`src/core/touch_pkg.sv`:
```
/*
 * Shared constants and types of the touch status and acquisition block.
 * Assumes a 100 MHz system clock; CYCLE_CLKS below derives from it.
 */
package touch_pkg;
    localparam int CLK_HZ = 100_000_000;
    localparam int CYCLE_MS = 16;
    localparam int CYCLE_CLKS = CLK_HZ / 1000 * CYCLE_MS;
    localparam int STEP_MS = 160;
    localparam int STEP_TICKS = STEP_MS / CYCLE_MS;

    localparam logic [6:0] BUS_ADDR = 7'h0d;

    localparam logic [7:0] ADDR_IDENT = 8'h00;
    localparam logic [7:0] ADDR_VERSION = 8'h01;
    localparam logic [7:0] ADDR_FLAGS = 8'h02;
    localparam logic [7:0] ADDR_KEYS_LO = 8'h03;
    localparam logic [7:0] ADDR_KEYS_HI = 8'h04;
    localparam logic [7:0] ADDR_STRIP = 8'h05;
    localparam logic [7:0] ADDR_PINS = 8'h06;
    localparam logic [7:0] ADDR_SUBVER = 8'h07;
    localparam logic [7:0] ADDR_RECAL = 8'h0a;
    localparam logic [7:0] ADDR_RESTART = 8'h0b;
    localparam logic [7:0] ADDR_SLEEP = 8'h0c;
    localparam logic [7:0] ADDR_REPEAT = 8'h0d;
    localparam logic [7:0] ADDR_DOWN = 8'h0f;
    localparam logic [7:0] ADDR_UP = 8'h10;
    localparam logic [7:0] ADDR_CONFIRM = 8'h11;
    localparam logic [7:0] ADDR_LAST = 8'hff;

    localparam logic [7:0] RST_SLEEP = 8'h01;
    localparam logic [5:0] RST_REPEAT = 6'h01;
    localparam logic [6:0] RST_DOWN = 7'h14;
    localparam logic [6:0] RST_UP = 7'h05;
    localparam logic [4:0] RST_CONFIRM = 5'h03;

    localparam int PIN_LSB = 2;
    localparam int STATUS_BYTES = 5;
    localparam logic [7:0] KEY_THRESHOLD = 8'h0a;
    localparam logic [7:0] HYST_GAP = 8'h02;

    typedef struct packed {
        logic reset_seen;
        logic overrun;
        logic [3:0] zero;
        logic all_keys_shift_flag;
        logic strip_touch_flag;
    } flags_t;

    typedef struct packed {
        logic [6:0] down;
        logic [6:0] up;
        logic [4:0] extra;
    } track_cfg_t;
endpackage : touch_pkg

```
`src/core/key_channel.sv`:
```
/*
 * One key: reference tracking with separate up and down slew rates and a
 * consecutive-acquisition confirm counter.
 * Assumes raw is valid whenever sample pulses and step_tick marks 0.16 s.
 */
`timescale 1ns/1ps
module key_channel import touch_pkg::*; (
    // Clock and reset
    input wire logic clk,
    input wire logic rst,
    // Pacing
    input wire logic sample,
    input wire logic step_tick,
    input wire logic recal,
    // Key inputs
    input wire logic enable,
    input wire logic [7:0] raw,
    input wire track_cfg_t cfg,
    // Results
    output logic touched,
    output logic half_shift
);
    logic [7:0] ref_lvl;
    logic [4:0] confirm_counter;
    logic [6:0] track_cnt;
    logic track_up;
    logic cal_pend;

    // Touch pulls the signal below the reference
    wire [8:0] fall = {1'b0, ref_lvl} - {1'b0, raw};
    wire below = !fall[8];
    wire beyond = below && fall[7:0] >= KEY_THRESHOLD;
    wire holding = below && fall[7:0] >= KEY_THRESHOLD - HYST_GAP;
    wire rising = fall[8];
    wire falling = below && fall[7:0] != 8'h00;
    wire [6:0] rate = rising ? cfg.up : cfg.down;
    // Frozen while past threshold so a real finger is never tracked away
    wire track_ok = !beyond && !touched && (rising || falling)
        && rate != 7'h00;
    wire [6:0] track_next = 7'(track_cnt + 7'h01);

    assign half_shift = below && fall[7:0] > (KEY_THRESHOLD >> 1);

    always_ff @(posedge clk) begin
        if (rst || !enable) begin
            ref_lvl <= 8'h00;
            confirm_counter <= 5'h00;
            track_cnt <= 7'h00;
            track_up <= 1'b0;
            touched <= 1'b0;
            cal_pend <= 1'b1;
        end else if (sample && cal_pend) begin
            ref_lvl <= raw;
            confirm_counter <= 5'h00;
            touched <= 1'b0;
            cal_pend <= 1'b0;
        end else begin
            if (recal) begin
                cal_pend <= 1'b1;
            end
            if (sample) begin
                if (touched) begin
                    touched <= holding;
                    confirm_counter <= 5'h00;
                end else if (beyond) begin
                    // Limit is the setting plus one built-in count
                    if (confirm_counter >= cfg.extra) begin
                        touched <= 1'b1;
                    end
                    if (confirm_counter != 5'h1f) begin
                        confirm_counter <= confirm_counter + 5'h01;
                    end
                end else begin
                    confirm_counter <= 5'h00;
                end
            end
            if (step_tick) begin
                if (!track_ok || track_up != rising) begin
                    track_cnt <= 7'h00;
                    track_up <= rising;
                end else if (track_next >= rate) begin
                    track_cnt <= 7'h00;
                    ref_lvl <= rising ? ref_lvl + 8'h01
                                      : ref_lvl - 8'h01;
                end else begin
                    track_cnt <= track_next;
                end
            end
        end
    end
endmodule : key_channel

```
`src/core/touch_status_core.sv`:
```
/*
 * Status and acquisition control of a 16-key touch controller: serial
 * register slave, status bytes with change pin, acquisition pacing,
 * command bytes and sixteen key channels.
 * Assumes the front end returns one acq_done pulse per acq_start with
 * key_raw valid in that cycle; slider and pin direction come from
 * same-clock logic; scl_in, sda_in and gpio_in are asynchronous pins.
 */
//
// Contract
// - Fixed read-only identity byte at address zero
// - Version byte: major high nibble, minor low
// - Any status byte change asserts change pin
// - Flag bit 7 set on reset, cleared by read
// - Flag bit 6 shows cycle time over 16 ms
// - Flag bit 1: all selected keys shifted half
// - Flag bit 0 shows slider touch now
// - Addresses 3 and 4 hold key touch bits
// - Address 5 holds last slider position
// - Pin byte bits 4..2 show input pins
// - Input pins sampled once per 16 ms cycle
// - Nonzero write to 10 starts recalibration
// - Nonzero write to 11 resets the device
// - Mute bus and change, reset 16 ms later
// - Sleep interval counts 16 ms steps, default 1
// - Sleep interval zero stops all measurement
// - Average 1 to 63 bursts; host never writes 0
// - Reference slews toward signal, separate rates
// - No tracking while past touch threshold
// - Rate zero disables; defaults 20 and 5
// - Confirm counter counts, clears, declares touch
// - Limit is setting plus one, default 3
// - Change pin held until changed bytes read
// - Register address advances after each byte
`timescale 1ns/1ps
module touch_status_core import touch_pkg::*; #(
    parameter int CYCLE_CLKS_P = CYCLE_CLKS,
    parameter logic [7:0] PART_ID = 8'h5a,      // Arbitrary value
    parameter logic [3:0] VER_MAJOR = 4'h1,
    parameter logic [3:0] VER_MINOR = 4'h0,
    parameter logic [7:0] SUB_VERSION = 8'h00,
    parameter logic [6:0] DEV_ADDR = BUS_ADDR
) (
    // Clock and reset
    input wire logic clk,
    input wire logic srst,
    // Serial bus pins
    input wire logic scl_in,
    input wire logic sda_in,
    output logic sda_out,
    output logic sda_oe,
    // Change pin, active low open drain
    output logic change_out,
    output logic change_oe,
    // Acquisition front end
    output logic acq_start,
    output logic recal_req,
    output logic [5:0] measure_repeat_count,
    input wire logic acq_done,
    input wire logic [15:0][7:0] key_raw,
    input wire logic [15:0] key_enable,
    input wire logic [15:0] shift_select,
    // Slider logic
    input wire logic strip_touch,
    input wire logic [7:0] strip_pos,
    // General pins
    input wire logic [2:0] gpio_in,
    input wire logic [2:0] gpio_is_input
);
    localparam int OVR_W = $clog2(CYCLE_CLKS_P) + 1;

    if (CYCLE_CLKS_P < 16) begin : g_bad_cycle
        $error("CYCLE_CLKS_P too small");
    end

    typedef enum logic [2:0] {
        ST_IDLE, ST_RX, ST_ACK, ST_TX, ST_RACK
    } bus_state_t;
    typedef enum logic [1:0] {PH_SLA, PH_MEM, PH_DATA} phase_t;

    logic rst_all;
    logic soft_rst;

    // Pin synchronisers; logic reads the second stage and, for the bus pins, its one-clock delayed copy
    logic [1:0] scl_sync, sda_sync;
    logic scl_d, sda_d;
    logic [2:0] gpio_meta, gpio_sync;

    always_ff @(posedge clk) begin
        if (srst) begin
            scl_sync <= 2'b11;
            sda_sync <= 2'b11;
            scl_d <= 1'b1;
            sda_d <= 1'b1;
            gpio_meta <= 3'h0;
            gpio_sync <= 3'h0;
        end else begin
            scl_sync <= {scl_sync[0], scl_in};
            sda_sync <= {sda_sync[0], sda_in};
            scl_d <= scl_sync[1];
            sda_d <= sda_sync[1];
            gpio_meta <= gpio_in;
            gpio_sync <= gpio_meta;
        end
    end

    wire scl_s = scl_sync[1];
    wire sda_s = sda_sync[1];
    wire bus_start = scl_s && scl_d && sda_d && !sda_s;
    wire bus_stop = scl_s && scl_d && !sda_d && sda_s;
    wire scl_rise = scl_s && !scl_d;
    wire scl_fall = !scl_s && scl_d;

    // Serial slave
    bus_state_t state;
    phase_t phase;
    logic [2:0] bit_cnt;
    logic got8;
    logic rw;
    logic [7:0] shreg, txsh, ptr, rd_data;
    logic muted;

    wire sla_match = shreg[7:1] == DEV_ADDR && !muted;
    wire rx_byte = state == ST_RX && scl_fall && got8;
    wire wr_fire = rx_byte && phase == PH_DATA;
    wire mem_fire = rx_byte && phase == PH_MEM;
    wire rd_fire = state == ST_ACK && scl_fall && rw;
    wire tx_done = state == ST_TX && scl_fall && bit_cnt == 3'h7;

    always_ff @(posedge clk) begin
        if (rst_all || bus_stop) begin
            state <= ST_IDLE;
            phase <= PH_SLA;
            bit_cnt <= 3'h0;
            got8 <= 1'b0;
            rw <= 1'b0;
            shreg <= 8'h00;
            txsh <= 8'h00;
            sda_oe <= 1'b0;
        end else if (bus_start) begin
            state <= ST_RX;
            phase <= PH_SLA;
            bit_cnt <= 3'h0;
            got8 <= 1'b0;
            sda_oe <= 1'b0;
        end else begin
            unique case (state)
                ST_IDLE: begin
                end
                ST_RX: begin
                    if (scl_rise) begin
                        shreg <= {shreg[6:0], sda_s};
                        bit_cnt <= bit_cnt + 3'h1;
                        got8 <= bit_cnt == 3'h7;
                    end else if (rx_byte) begin
                        got8 <= 1'b0;
                        if (phase == PH_SLA && !sla_match) begin
                            state <= ST_IDLE;
                        end else begin
                            state <= ST_ACK;
                            sda_oe <= 1'b1;
                        end
                        if (phase == PH_SLA) begin
                            rw <= shreg[0];
                            phase <= PH_MEM;
                        end else begin
                            phase <= PH_DATA;
                        end
                    end
                end
                ST_ACK: begin
                    if (scl_fall) begin
                        bit_cnt <= 3'h0;
                        if (rw) begin
                            state <= ST_TX;
                            txsh <= {rd_data[6:0], 1'b0};
                            sda_oe <= !rd_data[7];
                        end else begin
                            state <= ST_RX;
                            sda_oe <= 1'b0;
                        end
                    end
                end
                ST_TX: begin
                    if (tx_done) begin
                        state <= ST_RACK;
                        sda_oe <= 1'b0;
                    end else if (scl_fall) begin
                        bit_cnt <= bit_cnt + 3'h1;
                        txsh <= {txsh[6:0], 1'b0};
                        sda_oe <= !txsh[7];
                    end
                end
                ST_RACK: begin
                    // Master acknowledge asks for the next byte
                    if (scl_rise) begin
                        state <= sda_s ? ST_IDLE : ST_ACK;
                    end
                end
            endcase
        end
    end

    // Address pointer stops at the top of the map
    always_ff @(posedge clk) begin
        if (rst_all) begin
            ptr <= 8'h00;
        end else if (mem_fire) begin
            ptr <= shreg;
        end else if ((wr_fire || tx_done) && ptr != ADDR_LAST) begin
            ptr <= ptr + 8'h01;
        end
    end

    // Configuration registers
    logic [7:0] recal_cfg, restart_cfg, sleep_interval;
    logic [6:0] downward_track_rate, upward_track_rate;
    logic [4:0] confirm_count_extra;

    wire wr_nonzero = wr_fire && shreg != 8'h00;
    wire restart_hit = wr_nonzero && ptr == ADDR_RESTART;

    always_ff @(posedge clk) begin
        if (rst_all) begin
            recal_cfg <= 8'h00;
            restart_cfg <= 8'h00;
            sleep_interval <= RST_SLEEP;
            measure_repeat_count <= RST_REPEAT;
            downward_track_rate <= RST_DOWN;
            upward_track_rate <= RST_UP;
            confirm_count_extra <= RST_CONFIRM;
            recal_req <= 1'b0;
        end else begin
            recal_req <= wr_nonzero && ptr == ADDR_RECAL;
            if (wr_fire) begin
                case (ptr)
                    ADDR_RECAL: recal_cfg <= shreg;
                    ADDR_RESTART: restart_cfg <= shreg;
                    ADDR_SLEEP: sleep_interval <= shreg;
                    ADDR_REPEAT: measure_repeat_count <= shreg[5:0];
                    ADDR_DOWN: downward_track_rate <= shreg[6:0];
                    ADDR_UP: upward_track_rate <= shreg[6:0];
                    ADDR_CONFIRM: confirm_count_extra <= shreg[4:0];
                    default: begin
                    end
                endcase
            end
        end
    end

    // Restart sequence runs on the pin reset only, so it survives itself
    logic [1:0] restart_stage;
    logic cycle_tick;

    always_ff @(posedge clk) begin
        if (srst) begin
            restart_stage <= 2'h0;
            muted <= 1'b0;
            soft_rst <= 1'b0;
        end else begin
            soft_rst <= 1'b0;
            if (restart_stage == 2'h0 && restart_hit) begin
                restart_stage <= 2'h1;
            end else if (restart_stage == 2'h1 && cycle_tick) begin
                restart_stage <= 2'h2;
                muted <= 1'b1;
            end else if (restart_stage == 2'h2 && cycle_tick) begin
                restart_stage <= 2'h0;
                muted <= 1'b0;
                soft_rst <= 1'b1;
            end
        end
    end

    assign rst_all = srst || soft_rst;

    // Acquisition pacing
    logic [OVR_W-1:0] cyc_cnt, busy_cnt;
    logic [7:0] sleep_cnt;
    logic [3:0] step_cnt;
    logic busy;

    assign cycle_tick = cyc_cnt == OVR_W'(CYCLE_CLKS_P - 1);
    wire step_tick = cycle_tick && step_cnt == 4'(STEP_TICKS - 1);
    wire sleep_due = sleep_interval != 8'h00
        && 8'(sleep_cnt + 8'h01) >= sleep_interval;

    always_ff @(posedge clk) begin
        if (rst_all) begin
            cyc_cnt <= '0;
            sleep_cnt <= 8'h00;
            step_cnt <= 4'h0;
            acq_start <= 1'b0;
        end else begin
            cyc_cnt <= cycle_tick ? '0 : cyc_cnt + OVR_W'(1);
            acq_start <= cycle_tick && sleep_due;
            if (cycle_tick) begin
                sleep_cnt <= sleep_due ? 8'h00 : sleep_cnt + 8'h01;
                step_cnt <= step_tick ? 4'h0 : step_cnt + 4'h1;
            end
        end
    end

    // Key channels
    logic [15:0] key_touch_bit, key_half;
    track_cfg_t track_cfg;

    assign track_cfg = '{down: downward_track_rate, up: upward_track_rate,
                         extra: confirm_count_extra};

    for (genvar k = 0; k < 16; k++) begin : g_key
        key_channel u_key (
            .clk(clk),
            .rst(rst_all),
            .sample(acq_done),
            .step_tick(step_tick),
            .recal(recal_req),
            .enable(key_enable[k]),
            .raw(key_raw[k]),
            .cfg(track_cfg),
            .touched(key_touch_bit[k]),
            .half_shift(key_half[k])
        );
    end

    // Status bytes
    flags_t flags;
    logic [7:0] strip_location, pin_snap;
    wire read_flags = rd_fire && ptr == ADDR_FLAGS;
    // Unselected keys count as shifted, so an empty group reads 1
    wire all_shift = &(key_half | ~shift_select);

    always_ff @(posedge clk) begin
        if (rst_all) begin
            flags <= '0;
            flags.reset_seen <= 1'b1;
            busy <= 1'b0;
            busy_cnt <= '0;
            strip_location <= 8'h00;
            pin_snap <= 8'h00;
        end else begin
            if (read_flags) begin
                flags.reset_seen <= 1'b0;
            end
            if (acq_start) begin
                busy <= 1'b1;
                busy_cnt <= '0;
            end else if (busy && busy_cnt != OVR_W'(CYCLE_CLKS_P)) begin
                busy_cnt <= busy_cnt + OVR_W'(1);
            end
            if (busy && busy_cnt == OVR_W'(CYCLE_CLKS_P)) begin
                flags.overrun <= 1'b1;
            end
            if (acq_done) begin
                busy <= 1'b0;
                if (busy && busy_cnt < OVR_W'(CYCLE_CLKS_P)) begin
                    flags.overrun <= 1'b0;
                end
                flags.all_keys_shift_flag <= all_shift;
                flags.strip_touch_flag <= strip_touch;
                if (strip_touch) begin
                    strip_location <= strip_pos;
                end
            end
            if (cycle_tick) begin
                // Pins are looked at once per cycle, outputs read 0
                pin_snap <= 8'({5'h00, gpio_sync & gpio_is_input}
                    << PIN_LSB);
            end
        end
    end

    // Change tracking: a byte stays pending until the host reads it
    logic [STATUS_BYTES-1:0][7:0] status_now, status_prev;
    logic [STATUS_BYTES-1:0] pending, changed, read_clr;

    assign status_now = {pin_snap, strip_location, key_touch_bit[15:8],
                         key_touch_bit[7:0], flags};

    always_comb begin
        for (int i = 0; i < STATUS_BYTES; i++) begin
            changed[i] = status_now[i] != status_prev[i];
            read_clr[i] = rd_fire && ptr == 8'(ADDR_FLAGS + 8'(i));
        end
    end

    always_ff @(posedge clk) begin
        if (rst_all) begin
            status_prev <= '0;
            pending <= '0;
            change_oe <= 1'b0;
            change_out <= 1'b0;
            sda_out <= 1'b0;
        end else begin
            status_prev <= status_now;
            // A change in the cycle of its read keeps the byte pending
            pending <= (pending & ~read_clr) | changed;
            change_oe <= |pending && !muted;
            change_out <= 1'b0;
            sda_out <= 1'b0;
        end
    end

    // Read selection; unlisted addresses read zero
    always_comb begin
        case (ptr)
            ADDR_IDENT: rd_data = PART_ID;
            ADDR_VERSION: rd_data = {VER_MAJOR, VER_MINOR};
            ADDR_FLAGS: rd_data = flags;
            ADDR_KEYS_LO: rd_data = key_touch_bit[7:0];
            ADDR_KEYS_HI: rd_data = key_touch_bit[15:8];
            ADDR_STRIP: rd_data = strip_location;
            ADDR_PINS: rd_data = pin_snap;
            ADDR_SUBVER: rd_data = SUB_VERSION;
            ADDR_RECAL: rd_data = recal_cfg;
            ADDR_RESTART: rd_data = restart_cfg;
            ADDR_SLEEP: rd_data = sleep_interval;
            ADDR_REPEAT: rd_data = {2'b00, measure_repeat_count};
            ADDR_DOWN: rd_data = {1'b0, downward_track_rate};
            ADDR_UP: rd_data = {1'b0, upward_track_rate};
            ADDR_CONFIRM: rd_data = {3'b000, confirm_count_extra};
            default: rd_data = 8'h00;
        endcase
    end
endmodule : touch_status_core

```
`config.mk`:
```
export PLATFORM = sky130hd
export DESIGN_NAME = touch_status_core
export DESIGN_NICKNAME = d
export VERILOG_FILES = /design/src/core/touch_pkg.sv /design/src/core/key_channel.sv /design/src/core/touch_status_core.sv
export SDC_FILE = /design/constraint.sdc
export NUM_CORES = 2
export LEC_CHECK = 0
export ABC_AREA = 1
export BUFFER_PORTS_ARGS = -buffer_cell sky130_fd_sc_hd__buf_2
export CORE_MARGIN = 5
export CORE_UTILIZATION = 40
export CTS_CLUSTER_SIZE = 10
export DETAILED_ROUTE_END_ITERATION = 12
export PLACE_DENSITY = 0.61
export RECOVER_POWER = 100
export SKIP_LAST_GASP = 1
export SLEW_MARGIN = 20
export SYNTH_ARGS = -nofsm -noshare
export SYNTH_HDL_FRONTEND = slang
export SYNTH_HIERARCHICAL = 1
export SYNTH_SLANG_ARGS = --single-unit
```
`constraint.sdc`:
```
create_clock -name clk -period 9.74 [get_ports clk]
set_input_delay 0.487 -clock clk [delete_from_list [all_inputs] [get_ports clk]]
set_output_delay 0.487 -clock clk [all_outputs]
set_load 0.02 [all_outputs]
```
==> out/metrics.yaml <==
place_hpwl_um: 107000
drt.antenna.violating_nets: 0
setup_viol: 0
skew_ps: 23.2
reg2reg_slack_ps: 3770
clockBufferDepth: 3
drive_above_1_share_pct: 9.15
nNetsFinal: 8406
register_area_mm2: 0.0116
syn_area_per_cell_um2: 6.67
path_clk_slew_ps: 50
vias: 47800
synth.top_cells.by_count: "1728 x nand2_1, 1180 x inv_1, 684 x nor2_1"
syn_to_final_growth_pct: 9.52
slew_headroom_pct: -39.4
root_buffer: "clkbuf_16"
grtUsageTotal_pct: 21.0
slowest_stage: "clkinvlp_2"
clock_latency_ps: 650
cp-end-kind: "flip-flop"
hold_viol: 0
synth_seq_cells: 578
core_region_area_mm2: 0.124
io_pins: 192
routed_wirelength_um: 143000
violations: "capacitance limit, slew limit"
initial_core_util_pct: 40.3
antenna_found_initial: 7
vias_per_cell: 5.09
post_drt_wl_per_cell_um: 15.2
synthFlopType: "dfxtp_1"
grt_pass1_vias: 44400
cts_buffers: 77
hold_class: "in -> reg"
crit_path_frequent_cell: "nor2_1"
drv_cap: 3
place_congestion: 0.898
status: "finished, violations left"
tritoncts: "yes"
first_pass_iters: 6
drt_iter0_drc: 3312
die_y_um: 364
synth_most_common_cell: "nand2_1"
fin_crit_sh_pct: 61.3
cpPeakStageDelay_ps: 1980
final_util_pct: 44.2
whs_ps: 42.5
leakagePower_uw: 0.0261
pre_cts_ws_ps: 5200
yosysWarnings: 6
cp-start-kind: "flip-flop"
synth_xor_area_share_pct: 4.81
drc_errors: 0
worstPathRequired_ps: 10320
worst_slack_ps: 3770
die_x_um: 364
grt_pass1_wl_um: 230000
critPathKind: "reg -> reg"
postCtsSetupBuffers: 0
crit_chain: "nor2_1 -> clkinvlp_2 -> buf_4 -> nor2_1 -> clkinv_1 -> nor2_1 -> inv_1 -> nor2_1 -> o21ai_0 -> nor2_1"
synth.cell_area_mm2: 0.0500
gr-total-overflow: 0
fillCellCount: 12900
clock-sinks: 578
synth_mux_area_share_pct: 0
fin_crit_ps: 5970
synth_fa_ha_area_share_pct: 13.8
multi_input_area_mm2: 0.0330
die_area_mm2: 0.132
p_per_area_mw_per_mm2: 116
synth.area.top_cells: "dfxtp_1 23%, nand2_1 13%, ha_1 13%, inv_1 8.9%, a21oi_1 5.9%"
yosys.area_share.simple_pct: 34.1
yosysTopAreaCellShare_pct: 23.1
tightestPinTransition_ps: 2080
synth_cell_types: 57
synth_compound_area_share_pct: 13.5
slew_viol_final: 97
synth_top_family_by_area: "simple AND/OR/NAND/NOR gates"
rows: 129
netlist_instances: 7501
synthArstFlopShare_pct: 0
rsz0062_at_grt: "false"
seq_area_frac_synth_pct: 23.1
grt_start_max_net_pins: 53
peakVddDrop_mv: 0.120
portBuffers: 189
fmaxAchievable_ghz: 0.167
fin_tns_setup_ps: 0
synth.largest_area_cell: "dfxtp_1"
synth_edf_count: 0
htreeDepth: 3
crit_fanout: 48
arrival_ps: 6550
## what timing repair did
| action | 4_1_cts | 5_1_grt |
|---|---|---|
| endpoints found under the hold margin | 4 | 0 |
| resized for setup | 0 | 0 |
| hold buffers | 4 | 0 |
## registers in the layout, indices dropped and copies added (netlist names), 16 cells and up
signal,count
busy_cnt,22
status_prev,31
g_key.u_key/ref_lvl,128
g_key.u_key/cal_pend,16
cyc_cnt,22
g_key.u_key/track_up,16
g_key.u_key/track_cnt,112
g_key.u_key/touched,16
g_key.u_key/confirm_counter,80
## layer usage
metal,up-vias,routed length [um],global-route usage (%)
li1,24700,-,-
met3,245,8250,3.03
met4,2,4910,7.07
met2,1094,61800,33.8
met5,-,11,0
met1,21700,67700,28.9
## worst max-delay path: cells and delay by family (launching register included)
family	cells	cell delay, ps
flip-flops	1	290
buffers and inverters	4	3520
AO/OA/AOI/OAI	1	110
AND/OR/NAND/NOR	5	1940
## layout by cell type (no fill, tap or decap), types with 17 or more instances in the layout
master and instances:
a21oi_1 588, a31oi_1 38, buf_2 178, buf_4 17, clkbuf_1 29, clkbuf_16 77
dfxtp_1 572, fa_1 32, ha_1 500, inv_1 1186, inv_2 19, nand2_1 1732
nand2_2 82, nand2_4 18, nand3_1 556, nand3_2 50, nand3b_1 154, nand4_1 92
nor2_1 689, nor2_2 53, nor2_4 43, nor3_1 54, o2111ai_1 18, o211ai_1 24
o21ai_0 420, o21ai_2 17, xnor2_1 111, xor2_1 134
## kinds of logic after synthesis
kind of cell,count (synthesis)
AND/OR/NAND/NOR,3594
buffers and inverters,1326
AO/OA/AOI/OAI,1209
flip-flops,578
adder cells (fa/ha/maj),532
XOR/XNOR,261
other,1
## power by group
group / total (uW) / internal [uW] / switching, uW
Clock: 2820 / 1650 / 1170
Sequential: 2460 / 2410 / 47.8
Combinational: 1080 / 372 / 703
Total: 6350 / 4430 / 1930
## worst paths after layout
| check | startpoint | to | cells after the start |
|---|---|---|---|
| setup / recovery | soft_rst | g_key[11].u_key/confirm_counter[2] | 10 |
| hold / removal | gpio_in[0] | gpio_meta[0] | 3 |
| setup reg to reg | soft_rst | g_key[11].u_key/confirm_counter[2] | 10 |
| hold reg to reg | gpio_meta[1] | gpio_sync[1] | 2 |
## per-stage QoR
stage | cells | total power, uW | instance area (um2)
CTS | 9376 | 6450 | 54900
global placement | 9247 | 3570 | 52400
finish | 9383 | 6350 | 54800
detailed placement | 9247 | 3590 | 52400
global route | 9378 | 6690 | 54800
floorplan | 7502 | 3340 | 50000
## area by class of cell
type / instances / share of cell area, %
diodes: 6 / 0.0274
clock buffers: 100 / 3.90
clock inverters: 25 / 0.532
inverters: 1222 / 8.38
multi-input cells: 5598 / 60.2
flip-flops and latches: 578 / 21.1
well taps: 1637 / 3.74
repair buffers: 217 / 2.06
Note: power is estimated with default switching activity, not from simulation.
